## config.mk

```make
export PLATFORM = sky130hd
export DESIGN_NAME = fan_status_block
export DESIGN_NICKNAME = d
export VERILOG_FILES = /design/src/pkg/fan_status_pkg.sv /design/src/verilog/fan_status_block.sv
export SDC_FILE = /design/constraint.sdc
export NUM_CORES = 1
export LEC_CHECK = 0
export BUFFER_PORTS_ARGS = -buffer_cell sky130_fd_sc_hd__buf_2
export CAP_MARGIN = 15
export CORE_MARGIN = 4
export CORE_UTILIZATION = 45
export DETAILED_ROUTE_END_ITERATION = 16
export PLACE_DENSITY = 0.78
export SLEW_MARGIN = 20
export SYNTH_ARGS = -nofsm -noshare
export SYNTH_HDL_FRONTEND = slang
export SYNTH_SLANG_ARGS = --single-unit
```

## constraint.sdc

```tcl
create_clock -name core_clk_i -period 6.4 [get_ports core_clk_i]
set_input_delay 0 -clock core_clk_i [delete_from_list [all_inputs] [get_ports core_clk_i]]
set_output_delay 0 -clock core_clk_i [all_outputs]
set_load 0.1 [all_outputs]
```

## src/pkg/fan_status_pkg.sv

```systemverilog
`default_nettype none

package fan_status_pkg;

  // ------------------------------------------------------------------
  // Register map (byte addresses)
  // ------------------------------------------------------------------
  localparam logic [7:0]  EVENT_STATUS_SECOND_IDX = 8'h42;
  localparam logic [7:0]  CPU_VOLTAGE_CODE_IDX    = 8'h43;
  localparam logic [11:0] EVENT_STATUS_SECOND_ADDR =
    {2'b00, EVENT_STATUS_SECOND_IDX, 2'b00};
  localparam logic [11:0] CPU_VOLTAGE_CODE_ADDR =
    {2'b00, CPU_VOLTAGE_CODE_IDX, 2'b00};
  localparam logic [11:0] MONITOR_CTRL_ADDR   = 12'h000;
  localparam logic [11:0] FLAG_ENABLE_ADDR    = 12'h004;
  localparam logic [11:0] IRQ_STATUS_ADDR     = 12'h008;
  localparam logic [11:0] IRQ_MASK_ADDR       = 12'h00C;
  localparam logic [11:0] DIODE_LIMIT_ADDR    = 12'h010;

  // ------------------------------------------------------------------
  // Field positions
  // ------------------------------------------------------------------
  localparam int TWELVE_VOLT_BIT  = 0;
  localparam int RESERVED_BIT     = 1;
  localparam int FAN_FIRST_BIT    = 2;
  localparam int DIODE_ONE_BIT    = 6;
  localparam int DIODE_TWO_BIT    = 7;
  localparam int START_BIT        = 0;
  localparam int FAN_COUNT        = 4;
  localparam int DIODE_COUNT      = 2;
  localparam int VID_WIDTH        = 5;

  // ------------------------------------------------------------------
  // Reset values and constants
  // ------------------------------------------------------------------
  localparam logic [7:0]  EVENT_STATUS_SECOND_RST = 8'h00;
  localparam logic [7:0]  FLAG_ENABLE_RST         = 8'hFD;
  localparam logic [7:0]  STATUS_VALID_MASK       = 8'hFD;
  localparam logic [7:0]  DIODE_FAULT_READING     = 8'h80;
  localparam logic [1:0]  RESP_OKAY               = 2'b00;
  localparam logic [1:0]  RESP_DECERR             = 2'b11;

endpackage

`default_nettype wire

```

## src/verilog/fan_status_block.sv

```systemverilog
// Operation
// - Writes to the second event status register change none of its flags.
// - Reading the status register clears it only where conditions are inactive.
// - Bit 0 sets when 12V reading is at/below low or above high limit.
// - Bits 2-5 set when a fan count exceeds its 16-bit minimum.
// - Bit 6 flags diode one short/open, bit 7 diode two.
// - With start set and a diode fault, reading forced to 80h, limit flag set.
// - Diode fault flags survive reads while the fault persists.
// - Flags stay set until a read or enable clear, even if condition gone.
// - After a read, flags whose condition no longer holds are cleared.
// - Clearing a diode enable clears its fault flag and limit flag.
// - A disabled flag never goes from 0 to 1.
// - Disabled flag at 1 clears at the next reading update, not at once.
// - Readings update only with start set; pending disable waits for that.
// - VID pins show on bits 4-0 read-only; upper bits reserved.
// - Summary bit is 1 while any second status flag is set.
// - With start clear no status flag is set.
//
// Chosen here: register access over AXI4-Lite.
`timescale 1ns/1ps
`default_nettype none

module fan_status_block
  import fan_status_pkg::*;
#(
  parameter int ADDR_WIDTH = 12
) (
  input  wire logic                       core_clk_i,
  input  wire logic                       rst_n_i,
  // AXI4-Lite slave
  input  wire logic [ADDR_WIDTH-1:0]      s_axi_awaddr,
  input  wire logic                       s_axi_awvalid,
  output logic                            s_axi_awready,
  input  wire logic [31:0]                s_axi_wdata,
  input  wire logic [3:0]                 s_axi_wstrb,
  input  wire logic                       s_axi_wvalid,
  output logic                            s_axi_wready,
  output logic [1:0]                      s_axi_bresp,
  output logic                            s_axi_bvalid,
  input  wire logic                       s_axi_bready,
  input  wire logic [ADDR_WIDTH-1:0]      s_axi_araddr,
  input  wire logic                       s_axi_arvalid,
  output logic                            s_axi_arready,
  output logic [31:0]                     s_axi_rdata,
  output logic [1:0]                      s_axi_rresp,
  output logic                            s_axi_rvalid,
  input  wire logic                       s_axi_rready,
  // Measurement side
  input  wire logic                       twelve_volt_update_i,
  input  wire logic [7:0]                 twelve_volt_reading_i,
  input  wire logic [7:0]                 twelve_volt_low_limit_i,
  input  wire logic [7:0]                 twelve_volt_high_limit_i,
  input  wire logic [fan_status_pkg::FAN_COUNT-1:0]    fan_update_i,
  input  wire logic [16*fan_status_pkg::FAN_COUNT-1:0] fan_count_i,
  input  wire logic [16*fan_status_pkg::FAN_COUNT-1:0] fan_minimum_i,
  input  wire logic [fan_status_pkg::DIODE_COUNT-1:0]  diode_update_i,
  input  wire logic [fan_status_pkg::DIODE_COUNT-1:0]  diode_short_open_i,
  input  wire logic [8*fan_status_pkg::DIODE_COUNT-1:0] diode_temp_raw_i,
  input  wire logic                       status_first_read_i,
  input  wire logic [fan_status_pkg::VID_WIDTH-1:0] cpu_voltage_code_pins_i,
  // Results
  output logic [8*fan_status_pkg::DIODE_COUNT-1:0] diode_temp_o,
  output logic                            remote_diode_one_limit_flag_o,
  output logic                            remote_diode_two_limit_flag_o,
  output logic                            second_status_summary_o,
  output logic                            monitor_start_o,
  output logic                            irq_o
);

  // ------------------------------------------------------------------
  // Input synchronisers
  // ------------------------------------------------------------------
  logic [DIODE_COUNT-1:0] fault_meta;
  logic [DIODE_COUNT-1:0] fault_sync;
  logic [VID_WIDTH-1:0]   vid_meta;
  logic [VID_WIDTH-1:0]   vid_sync;

  always_ff @(posedge core_clk_i or negedge rst_n_i) begin
    if (!rst_n_i) begin
      fault_meta <= '0;
      fault_sync <= '0;
      vid_meta   <= '0;
      vid_sync   <= '0;
    end else begin
      fault_meta <= diode_short_open_i;
      fault_sync <= fault_meta;
      vid_meta   <= cpu_voltage_code_pins_i;
      vid_sync   <= vid_meta;
    end
  end

  // ------------------------------------------------------------------
  // Registers
  // ------------------------------------------------------------------
  logic       start;
  logic [7:0] flag_enable;
  logic [7:0] flags;
  logic [7:0] cond_held;
  logic [7:0] irq_status;
  logic [7:0] irq_mask;
  logic [1:0] diode_limit;

  // ------------------------------------------------------------------
  // Condition evaluation
  // ------------------------------------------------------------------
  logic [7:0] cond_now;
  logic [7:0] update;

  always_comb begin
    cond_now = '0;
    cond_now[TWELVE_VOLT_BIT] =
      (twelve_volt_reading_i <= twelve_volt_low_limit_i) ||
      (twelve_volt_reading_i > twelve_volt_high_limit_i);
    cond_now[DIODE_ONE_BIT] = fault_sync[0];
    cond_now[DIODE_TWO_BIT] = fault_sync[1];
    for (int k = 0; k < FAN_COUNT; k++) begin
      cond_now[FAN_FIRST_BIT+k] =
        fan_count_i[16*k +: 16] > fan_minimum_i[16*k +: 16];
    end
  end

  always_comb begin
    update = '0;
    update[TWELVE_VOLT_BIT] = twelve_volt_update_i;
    update[FAN_FIRST_BIT +: FAN_COUNT] = fan_update_i;
    update[DIODE_ONE_BIT +: DIODE_COUNT] = diode_update_i;
    update = update & {8{start}};
  end

  // Last measured condition, diode faults tracked live
  always_ff @(posedge core_clk_i or negedge rst_n_i) begin
    if (!rst_n_i) begin
      cond_held <= '0;
    end else begin
      for (int i = 0; i < 8; i++) begin
        if (update[i]) begin
          cond_held[i] <= cond_now[i];
        end
      end
    end
  end

  logic [7:0] active;
  always_comb begin
    active = cond_held;
    active[DIODE_ONE_BIT] = fault_sync[0];
    active[DIODE_TWO_BIT] = fault_sync[1];
  end

  // ------------------------------------------------------------------
  // Bus handshake
  // ------------------------------------------------------------------
  logic                  aw_held;
  logic [ADDR_WIDTH-1:0] aw_addr;
  logic                  w_held;
  logic [31:0]           w_data;
  logic [3:0]            w_strb;
  logic                  do_write;
  logic                  do_read;
  logic                  status_read;

  assign s_axi_awready = !aw_held;
  assign s_axi_wready  = !w_held;
  assign s_axi_arready = !s_axi_rvalid;
  assign do_write      = aw_held && w_held && !s_axi_bvalid;
  assign do_read       = s_axi_arvalid && s_axi_arready;
  assign status_read   = do_read &&
    (s_axi_araddr[11:0] == EVENT_STATUS_SECOND_ADDR);

  always_ff @(posedge core_clk_i or negedge rst_n_i) begin
    if (!rst_n_i) begin
      aw_held <= 1'b0;
      aw_addr <= '0;
    end else if (s_axi_awvalid && s_axi_awready) begin
      aw_held <= 1'b1;
      aw_addr <= s_axi_awaddr;
    end else if (do_write) begin
      aw_held <= 1'b0;
    end
  end

  always_ff @(posedge core_clk_i or negedge rst_n_i) begin
    if (!rst_n_i) begin
      w_held <= 1'b0;
      w_data <= '0;
      w_strb <= '0;
    end else if (s_axi_wvalid && s_axi_wready) begin
      w_held <= 1'b1;
      w_data <= s_axi_wdata;
      w_strb <= s_axi_wstrb;
    end else if (do_write) begin
      w_held <= 1'b0;
    end
  end

  function automatic logic mapped(input logic [11:0] a);
    case (a)
      MONITOR_CTRL_ADDR, FLAG_ENABLE_ADDR, IRQ_STATUS_ADDR,
      IRQ_MASK_ADDR, DIODE_LIMIT_ADDR, EVENT_STATUS_SECOND_ADDR,
      CPU_VOLTAGE_CODE_ADDR: mapped = 1'b1;
      default:               mapped = 1'b0;
    endcase
  endfunction

  logic wr_low;
  assign wr_low = do_write && w_strb[0];

  always_ff @(posedge core_clk_i or negedge rst_n_i) begin
    if (!rst_n_i) begin
      s_axi_bvalid <= 1'b0;
      s_axi_bresp  <= RESP_OKAY;
    end else if (do_write) begin
      s_axi_bvalid <= 1'b1;
      s_axi_bresp  <= mapped(aw_addr[11:0]) ? RESP_OKAY : RESP_DECERR;
    end else if (s_axi_bready) begin
      s_axi_bvalid <= 1'b0;
    end
  end

  // ------------------------------------------------------------------
  // Software-written control
  // ------------------------------------------------------------------
  always_ff @(posedge core_clk_i or negedge rst_n_i) begin
    if (!rst_n_i) begin
      start <= 1'b0;
    end else if (wr_low && aw_addr[11:0] == MONITOR_CTRL_ADDR) begin
      start <= w_data[START_BIT];
    end
  end

  always_ff @(posedge core_clk_i or negedge rst_n_i) begin
    if (!rst_n_i) begin
      flag_enable <= FLAG_ENABLE_RST;
    end else if (wr_low && aw_addr[11:0] == FLAG_ENABLE_ADDR) begin
      flag_enable <= w_data[7:0] & STATUS_VALID_MASK;
    end
  end

  always_ff @(posedge core_clk_i or negedge rst_n_i) begin
    if (!rst_n_i) begin
      irq_mask <= '0;
    end else if (wr_low && aw_addr[11:0] == IRQ_MASK_ADDR) begin
      irq_mask <= w_data[7:0] & STATUS_VALID_MASK;
    end
  end

  // ------------------------------------------------------------------
  // Second event status flags (no write path at all)
  // ------------------------------------------------------------------
  logic [7:0] flag_set;
  logic [7:0] flag_clr;
  logic [7:0] next_flags;

  always_comb begin
    flag_set = update & flag_enable & cond_now;
    flag_clr = update & ~flag_enable;
    if (status_read) begin
      flag_clr = flag_clr | ~active;
    end
    next_flags = ((flags & ~flag_clr) | flag_set)
                 & STATUS_VALID_MASK;
  end

  always_ff @(posedge core_clk_i or negedge rst_n_i) begin
    if (!rst_n_i) begin
      flags <= EVENT_STATUS_SECOND_RST;
    end else begin
      flags <= next_flags;
    end
  end

  // Summary follows the flag register from its own flip-flop
  always_ff @(posedge core_clk_i or negedge rst_n_i) begin
    if (!rst_n_i) begin
      second_status_summary_o <= 1'b0;
    end else begin
      second_status_summary_o <= |next_flags;
    end
  end

  // ------------------------------------------------------------------
  // Diode readings and limit flags
  // ------------------------------------------------------------------
  generate
    for (genvar d = 0; d < DIODE_COUNT; d++) begin : g_diode
      always_ff @(posedge core_clk_i or negedge rst_n_i) begin
        if (!rst_n_i) begin
          diode_temp_o[8*d +: 8] <= '0;
        end else if (start && fault_sync[d]) begin
          diode_temp_o[8*d +: 8] <= DIODE_FAULT_READING;
        end else begin
          diode_temp_o[8*d +: 8] <= diode_temp_raw_i[8*d +: 8];
        end
      end

      always_ff @(posedge core_clk_i or negedge rst_n_i) begin
        if (!rst_n_i) begin
          diode_limit[d] <= 1'b0;
        end else if (flag_set[DIODE_ONE_BIT+d]) begin
          diode_limit[d] <= 1'b1;
        end else if (flag_clr[DIODE_ONE_BIT+d] && update[DIODE_ONE_BIT+d]) begin
          diode_limit[d] <= 1'b0;
        end else if (status_first_read_i && !fault_sync[d]) begin
          diode_limit[d] <= 1'b0;
        end
      end
    end
  endgenerate

  assign remote_diode_one_limit_flag_o = diode_limit[0];
  assign remote_diode_two_limit_flag_o = diode_limit[1];
  assign monitor_start_o               = start;

  // ------------------------------------------------------------------
  // Interrupt status: flag rise events, write one to clear
  // ------------------------------------------------------------------
  logic [7:0] irq_event;
  logic [7:0] irq_w1c;
  logic [7:0] next_irq_status;
  logic [7:0] next_irq_mask;

  assign irq_event = next_flags & ~flags;
  assign irq_w1c   = (wr_low && aw_addr[11:0] == IRQ_STATUS_ADDR) ?
                     w_data[7:0] : 8'h00;
  assign next_irq_status = (irq_status & ~irq_w1c) | irq_event;
  assign next_irq_mask   = (wr_low && aw_addr[11:0] == IRQ_MASK_ADDR) ?
                           (w_data[7:0] & STATUS_VALID_MASK) : irq_mask;

  always_ff @(posedge core_clk_i or negedge rst_n_i) begin
    if (!rst_n_i) begin
      irq_status <= '0;
    end else begin
      irq_status <= next_irq_status;
    end
  end

  // Interrupt level from a flip-flop, no lag behind status or mask
  always_ff @(posedge core_clk_i or negedge rst_n_i) begin
    if (!rst_n_i) begin
      irq_o <= 1'b0;
    end else begin
      irq_o <= |(next_irq_status & next_irq_mask);
    end
  end

  // ------------------------------------------------------------------
  // Read data
  // ------------------------------------------------------------------
  logic [31:0] rd_word;

  always_comb begin
    rd_word = '0;
    case (s_axi_araddr[11:0])
      MONITOR_CTRL_ADDR:        rd_word[START_BIT] = start;
      FLAG_ENABLE_ADDR:         rd_word[7:0] = flag_enable;
      IRQ_STATUS_ADDR:          rd_word[7:0] = irq_status;
      IRQ_MASK_ADDR:            rd_word[7:0] = irq_mask;
      DIODE_LIMIT_ADDR:         rd_word[1:0] = diode_limit;
      EVENT_STATUS_SECOND_ADDR: rd_word[7:0] = flags;
      CPU_VOLTAGE_CODE_ADDR:    rd_word[VID_WIDTH-1:0] = vid_sync;
      default:                  rd_word = '0;
    endcase
  end

  always_ff @(posedge core_clk_i or negedge rst_n_i) begin
    if (!rst_n_i) begin
      s_axi_rvalid <= 1'b0;
      s_axi_rdata  <= '0;
      s_axi_rresp  <= RESP_OKAY;
    end else if (do_read) begin
      s_axi_rvalid <= 1'b1;
      s_axi_rdata  <= rd_word;
      s_axi_rresp  <= mapped(s_axi_araddr[11:0]) ? RESP_OKAY : RESP_DECERR;
    end else if (s_axi_rready) begin
      s_axi_rvalid <= 1'b0;
    end
  end

endmodule // fan_status_block

`default_nettype wire

```

==> impl_results.md, run 1 <==
* Final setup violation count at 0
* Reg clk slew, reported paths at 70 ps
* Seq cells post-synth at 105
* Post-DRT Antenna Nets at 0
* Endpoint type of the worst setup path: flop
* Initial antenna violation count at 0
* Setup bufs post-CTS at 0
* RSZ-0062 raised after global routing: false
* Vias per cell at 5.09
* ANT cells at 0
* H-tree Lvls at 3
* Detailed-placement wirelength estimate at 13900 um
* Synth area leader: dfrtp_1
* Die width at 130 um
* Busiest layer in global routing: met2
* Fin util at 61.0%
* Top_reg_cell synth: dfrtp_1
* Post-synthesis cell area at 0.00668 sq mm
* PwrDens at 247 mW/mm^2
* Max VDD drop at 0.372 mV
* CP Max Fanout at 9
* Global-route wire length before repair at 27500 um
* Internal power at 1.31 mW
* Switching pwr at 885 uW
* Final Cycle Share at 43.0%
* Most common cell in the netlist: dfrtp_1
* Max-slew violations at 0
* Seq/Total Area, Yosys at 39.5%
* Cts hold-fix bufs at 52
* Pre-antenna DRT Iters at 6
* CP arrival at 2970 ps
* Global Route met3 Usage at 4.79%
* Setup TNS at 0 ps
* Drt drc at 0
* GP Congestion at 0.835
* I/O pin cnt at 312
* WL final at 17900 um
* Switching Fraction at 40.4%
* Root Buffer: clkbuf_16
* Clk pwr share at 23.4%
* Max Root-Sink Buffers at 2
* Met1 usage at 24.2%
* Slew margin rel. at 31.6%
* Combinational share of power at 35.4%
* CTS sink cnt at 105
* Crit-path cells: nor4_2 -> and4_1 -> nand2_2 -> mux2_2 -> a22oi_1 -> nor4b_2 -> nand3_1
* Number of global-route vias before repair at 5841
* Fill count at 1258
* Max-cap viol count at 0
* Die Area at 0.0169 sq mm
* Post-synth top cells: dfrtp_1, inv_1, ha_1
* Multi-input logic area at 0.00353 sq mm
* Critical path required time at 6610 ps
* Status: completed
* Die height at 130 um
* Port Buffers at 260
* Peak Freq at 363 MHz
* Setup CP Type: flop to flop
* Layout cells sized above 1 at 33.7%
* GRT Resource Usage Total at 20.5%
* FF+latch area at 0.00264 sq mm
* Hold WC Path Type: primary input to flop
* Vias at 6010
* Initial core utilization at 46.0%
* Crit start category: flop
* Synth Instances at 678
* Core outline area at 0.0145 sq mm
* Met2 Use GR at 36.9%
* Yosys top cell area share at 36.7%
* CP max stage cell: and4_1
* CP peak stage delay at 570 ps
* Final hold violations at 0
* FP Rows at 44
* Post-synth EDFFs at 0
* TritonCTS Buffers at 9
* Post-synth ARST share at 100%
* Routed len/inst at 15.2 um
* Layout Skew at 9.19 ps
* Netlist cell types at 68
* Worst Max-Slew Pin Slew at 1020 ps
* Ranking of synthesized cells by area: dfrtp_1, ha_1, mux2_2
* Yosys warnings at 0
* Resize count post-CTS at 0
* CTS tree: yes
* Iter 0 DRT Violations at 273
* R2r setup slk at 3650 ps
* Congestion Overflow GR at 0
* Reg power frac at 41.2%
* Clk Latency, worst-skew pair at 350 ps
* Leak at 4.65 nW
* Area Growth Syn to Fin at 32.7%
* Min Tclk post-route at 2750 ps
* Largest net degree at the start of global routing at 58
* Syn_area_per_cell at 9.85 sq um
* Final nets at 1322
==> per-layer routing <==
layer	wire length, um	up-vias
li1	-	2993
met1	6980	2784
met2	9250	206
met3	1370	27
met4	320	0
met5	0	-
==> stage by stage <==
stage	power (mW)	hold slack, ps	cells	worst slack, ps	area [sq um]
finish	2.19	23.1	1181	3650	8870
global route	2.31	18.2	1181	3450	8870
CTS	2.20	12.1	1181	3700	8870
detailed placement	1.66	52.9	1113	3720	8070
global placement	1.64	54.2	1113	3750	8070
floorplan	1.47	-296	701	3740	6770
==> logic make-up after synthesis <==
| family | share of synthesized area (%) |
|---|---|
| AOI/OAI and AO/OA | 13.3 |
| adders and majority gates | 15.0 |
| buffers and inverters | 8.94 |
| DFF | 39.5 |
| muxes | 6.80 |
| other | 0.0561 |
| and+or+nand+nor | 16.5 |
==> state kept, by name (all words and copies together) (netlist names), 5 cells and up <==
register      count
diode_temp_o     16
aw_addr          12
irq_mask          8
irq_status        8
s_axi_rdata       8
w_data            8
flag_enable       7
flags             7
cond_held         5
vid_meta          5
vid_sync          5
==> power groups by stage <==
| stage | clock network, mW | registers (mW) | logic [mW] |
|---|---|---|---|
| 2_1_floorplan | 0 | 1.03 | 0.440 |
| 3_3_place_gp | 0 | 0.904 | 0.733 |
| 3_5_place_dp | 0 | 0.910 | 0.749 |
| 4_1_cts | 0.523 | 0.900 | 0.775 |
| 5_1_grt | 0.551 | 0.922 | 0.837 |
| 6_report | 0.513 | 0.903 | 0.776 |
==> final cells by class <==
type	count	area share (%)
clock inverter	6	0.480
clock buffer	10	2.58
sequential	105	29.7
multi-input combinational	466	39.8
inverter	97	4.11
timing repair buffer	313	20.7
tap	184	2.60
==> worst paths after layout <==
check / start / endpoint / cells after the start
worst max-delay path: aw_addr[1] / irq_o / 7
worst min-delay path: diode_update_i[0] / flags[6] / 4
worst max register to register: aw_addr[1] / irq_o / 7
worst min register to register: fault_meta[0] / fault_sync[0] / 0
max in group asynchronous: rst_n_i / s_axi_rdata[4] / 3
min in group asynchronous: rst_n_i / diode_temp_o[11] / 2
==> cells in the final DEF (no fill, tap or decap), types with 4 or more instances in the layout <==
cell type,n
nor2b_1,11
nand2_1,54
nand2b_1,5
clkbuf_16,9
ha_1,80
a21oi_1,35
o21ai_0,14
nand4_1,22
dlygate4sd3_1,52
a22oi_1,7
and2_1,15
o211ai_1,6
inv_1,97
nand3_1,16
a32o_1,4
a22o_1,6
a222oi_1,7
nand3b_1,8
dfrtp_1,98
nor3_1,6
a21o_1,8
buf_2,259
mux2i_1,6
conb_1,24
a31oi_1,9
nor2_1,29
dfstp_2,7
mux2_2,33
==> critical path: cells and delay by family, from the launching register on <==
| kind | cells | cell delay [ps] |
|---|---|---|
| AO/OA/AOI/OAI | 1 | 300 |
| multiplexers | 1 | 340 |
| flip-flops | 1 | 390 |
| AND/OR/NAND/NOR | 5 | 1590 |
No activity file was read; power rests on OpenSTA's default activity.
==> inputs of run 2 (changes only) <==
clock period = 2.7 ns   (was 6.4 ns; I/O delays follow)
==> impl_results.md, run 2 (synthesis results as in run 1) <==
* Max-slew violations at 0 (unchanged)
* TritonCTS Buffers at 9 (unchanged)
* Largest net degree at the start of global routing at 42 (-28%)
* Setup WS post-layout at 333 ps (-3310 ps)
* Final Cycle Share at 87.7% (+45 points)
* Layout cells sized above 1 at 34.4% (+0.66 points)
* Most common cell after layout, fill and taps aside: buf_2
* Crit start category: flop
* Die Area at 0.0169 sq mm (unchanged)
* Die height at 130 um (unchanged)
* Slew margin rel. at 53.6% (+22 points)
* Worst Hold Launch: diode_update_i[0]
* CP Max Fanout at 8 (-1)
* Biggest register: diode_temp_o
* Layout Skew at 11.0 ps (+1.84 ps)
* Root Buffer: clkbuf_16
* RSZ-0062 raised after global routing: false
* Vias at 6088 (+1.3%)
* Clk Latency, worst-skew pair at 350 ps (about the same)
* Leak at 4.72 nW (+1.5%)
* Crit path launch: aw_addr[6]
* WL final at 18200 um (+1.4%)
* GRT Resource Usage Total at 21.0% (+0.58 points)
* I/O pin cnt at 312 (unchanged)
* Number of global-route vias before repair at 6212 (+6.4%)
* ANT cells at 0 (unchanged)
* Congestion Overflow GR at 0 (unchanged)
* GP Congestion at 0.864 (+3.4%)
* Resize count post-CTS at 0 (unchanged)
* Detailed-placement wirelength estimate at 14100 um (+1.8%)
* Worst Max-Slew Pin Slew at 687 ps (-338 ps)
* Iter 0 DRT Violations at 230 (-16%)
* Initial antenna violation count at 0 (unchanged)
* Largest registers: diode_temp_o (16), aw_addr (12)
* Die width at 130 um (unchanged)
* Max reg flops at 16 (unchanged)
* Min Tclk post-route at 2370 ps (-385 ps)
* Hold WC Path Type: primary input to flop
* CP arrival at 2580 ps (-390 ps)
* Fin util at 61.7% (+0.72 points)
* Initial core utilization at 46.0% (unchanged)
* Area Growth Syn to Fin at 34.3%
* Max VDD drop at 0.696 mV (+87%)
* Global-route wire length before repair at 28700 um (+4.3%)
* Routed len/inst at 15.3 um (+0.57%)
* Drt drc at 0 (unchanged)
* CTS sink cnt at 105 (unchanged)
* Final hold violations at 0 (unchanged)
* Setup TNS at 0 ps (unchanged)
* FP Rows at 44 (unchanged)
* Port Buffers at 260 (unchanged)
* Max-cap viol count at 0 (unchanged)
* Pre-antenna DRT Iters at 8 (+2)
* Pre-CTS WS at 377 ps (-3350 ps)
* Vias per cell at 5.11 (+0.45%)
* Core outline area at 0.0145 sq mm (unchanged)
* Final setup violation count at 0 (unchanged)
* Reg-to-Reg Start: aw_addr[6]
* Reg clk slew, reported paths at 70 ps (about the same)
* H-tree Lvls at 3 (unchanged)
* CTS tree: yes
* Overall power at 5.32 mW (+140%)
* Max Root-Sink Buffers at 2 (unchanged)
* PwrDens at 593 mW/mm^2 (+140%)
* Final nets at 1332 (+0.76%)
* R2r setup slk at 330 ps (-3310 ps)
* Setup CP Type: flop to flop
* Status: completed
* Post-DRT Antenna Nets at 0 (unchanged)
* Critical path required time at 2920 ps (-3690 ps)
* Commonest non-fill, non-tap cells in the layout: buf_2, dfrtp_1, inv_1
* Setup bufs post-CTS at 0 (unchanged)
* Endpoint type of the worst setup path: flop
* Peak Freq at 422 MHz (+16%)
[run 2: routing by layer]
layer	vias up	global-route usage, %	part of all wire [%]
met5	-	0	0
met4	0	5.44	2.1
met3	35	4.91	8.1
met2	225	38.2	50
met1	2822	25.1	40
li1	3006	-	-
[run 2: area by class of cell]
cell class	instances	area, sq um
clock inverters	6	72.6
multi-input cells	466	3530
well taps	184	230
clock buffers	10	229
inverters	97	364
repair buffers	323	1910
flip-flops and latches	105	2640
fillers	1229	5560
[run 2: per-stage QoR]
step / cell area (sq um) / hold WS (ps) / cells
2_1_floorplan: 6770 / -296 / 701
3_3_place_gp: 8150 / 7.79 / 1123
3_5_place_dp: 8150 / 7.18 / 1123
4_1_cts: 8970 / 19.3 / 1191
5_1_grt: 8970 / 29.0 / 1191
6_report: 8970 / 27.7 / 1191
[run 2: path summary, 6_finish.rpt]
kind / endpoint / cells past startpoint
max: irq_o / 7
max in group asynchronous: flag_enable[2] / 3
min: flags[6] / 4
min reg2reg: vid_sync[0] / 0
max reg2reg: irq_o / 7
min in group asynchronous: monitor_start_o / 2
[run 2: power by group]
part           leakage [nW]  switching [mW]  internal [mW]
Sequential             1.29           0.289           1.85
Clock                 0.149           0.595          0.733
Combinational          3.28            1.22          0.630
[run 2: timing repair]
item                                   4_1_cts  5_1_grt
endpoints found under the hold margin       89        0
setup endpoints to repair                    0        0
hold buffers                                52        0
[run 2: worst max-delay path, cell delays in order, from the launching register on]
cell	delay (ps)
dfrtp_1	400
nor4_2	370
and4_1	330
nand2_2	180
mux2_1	390
nor4bb_1	180
nor4b_2	290
nand3_1	100
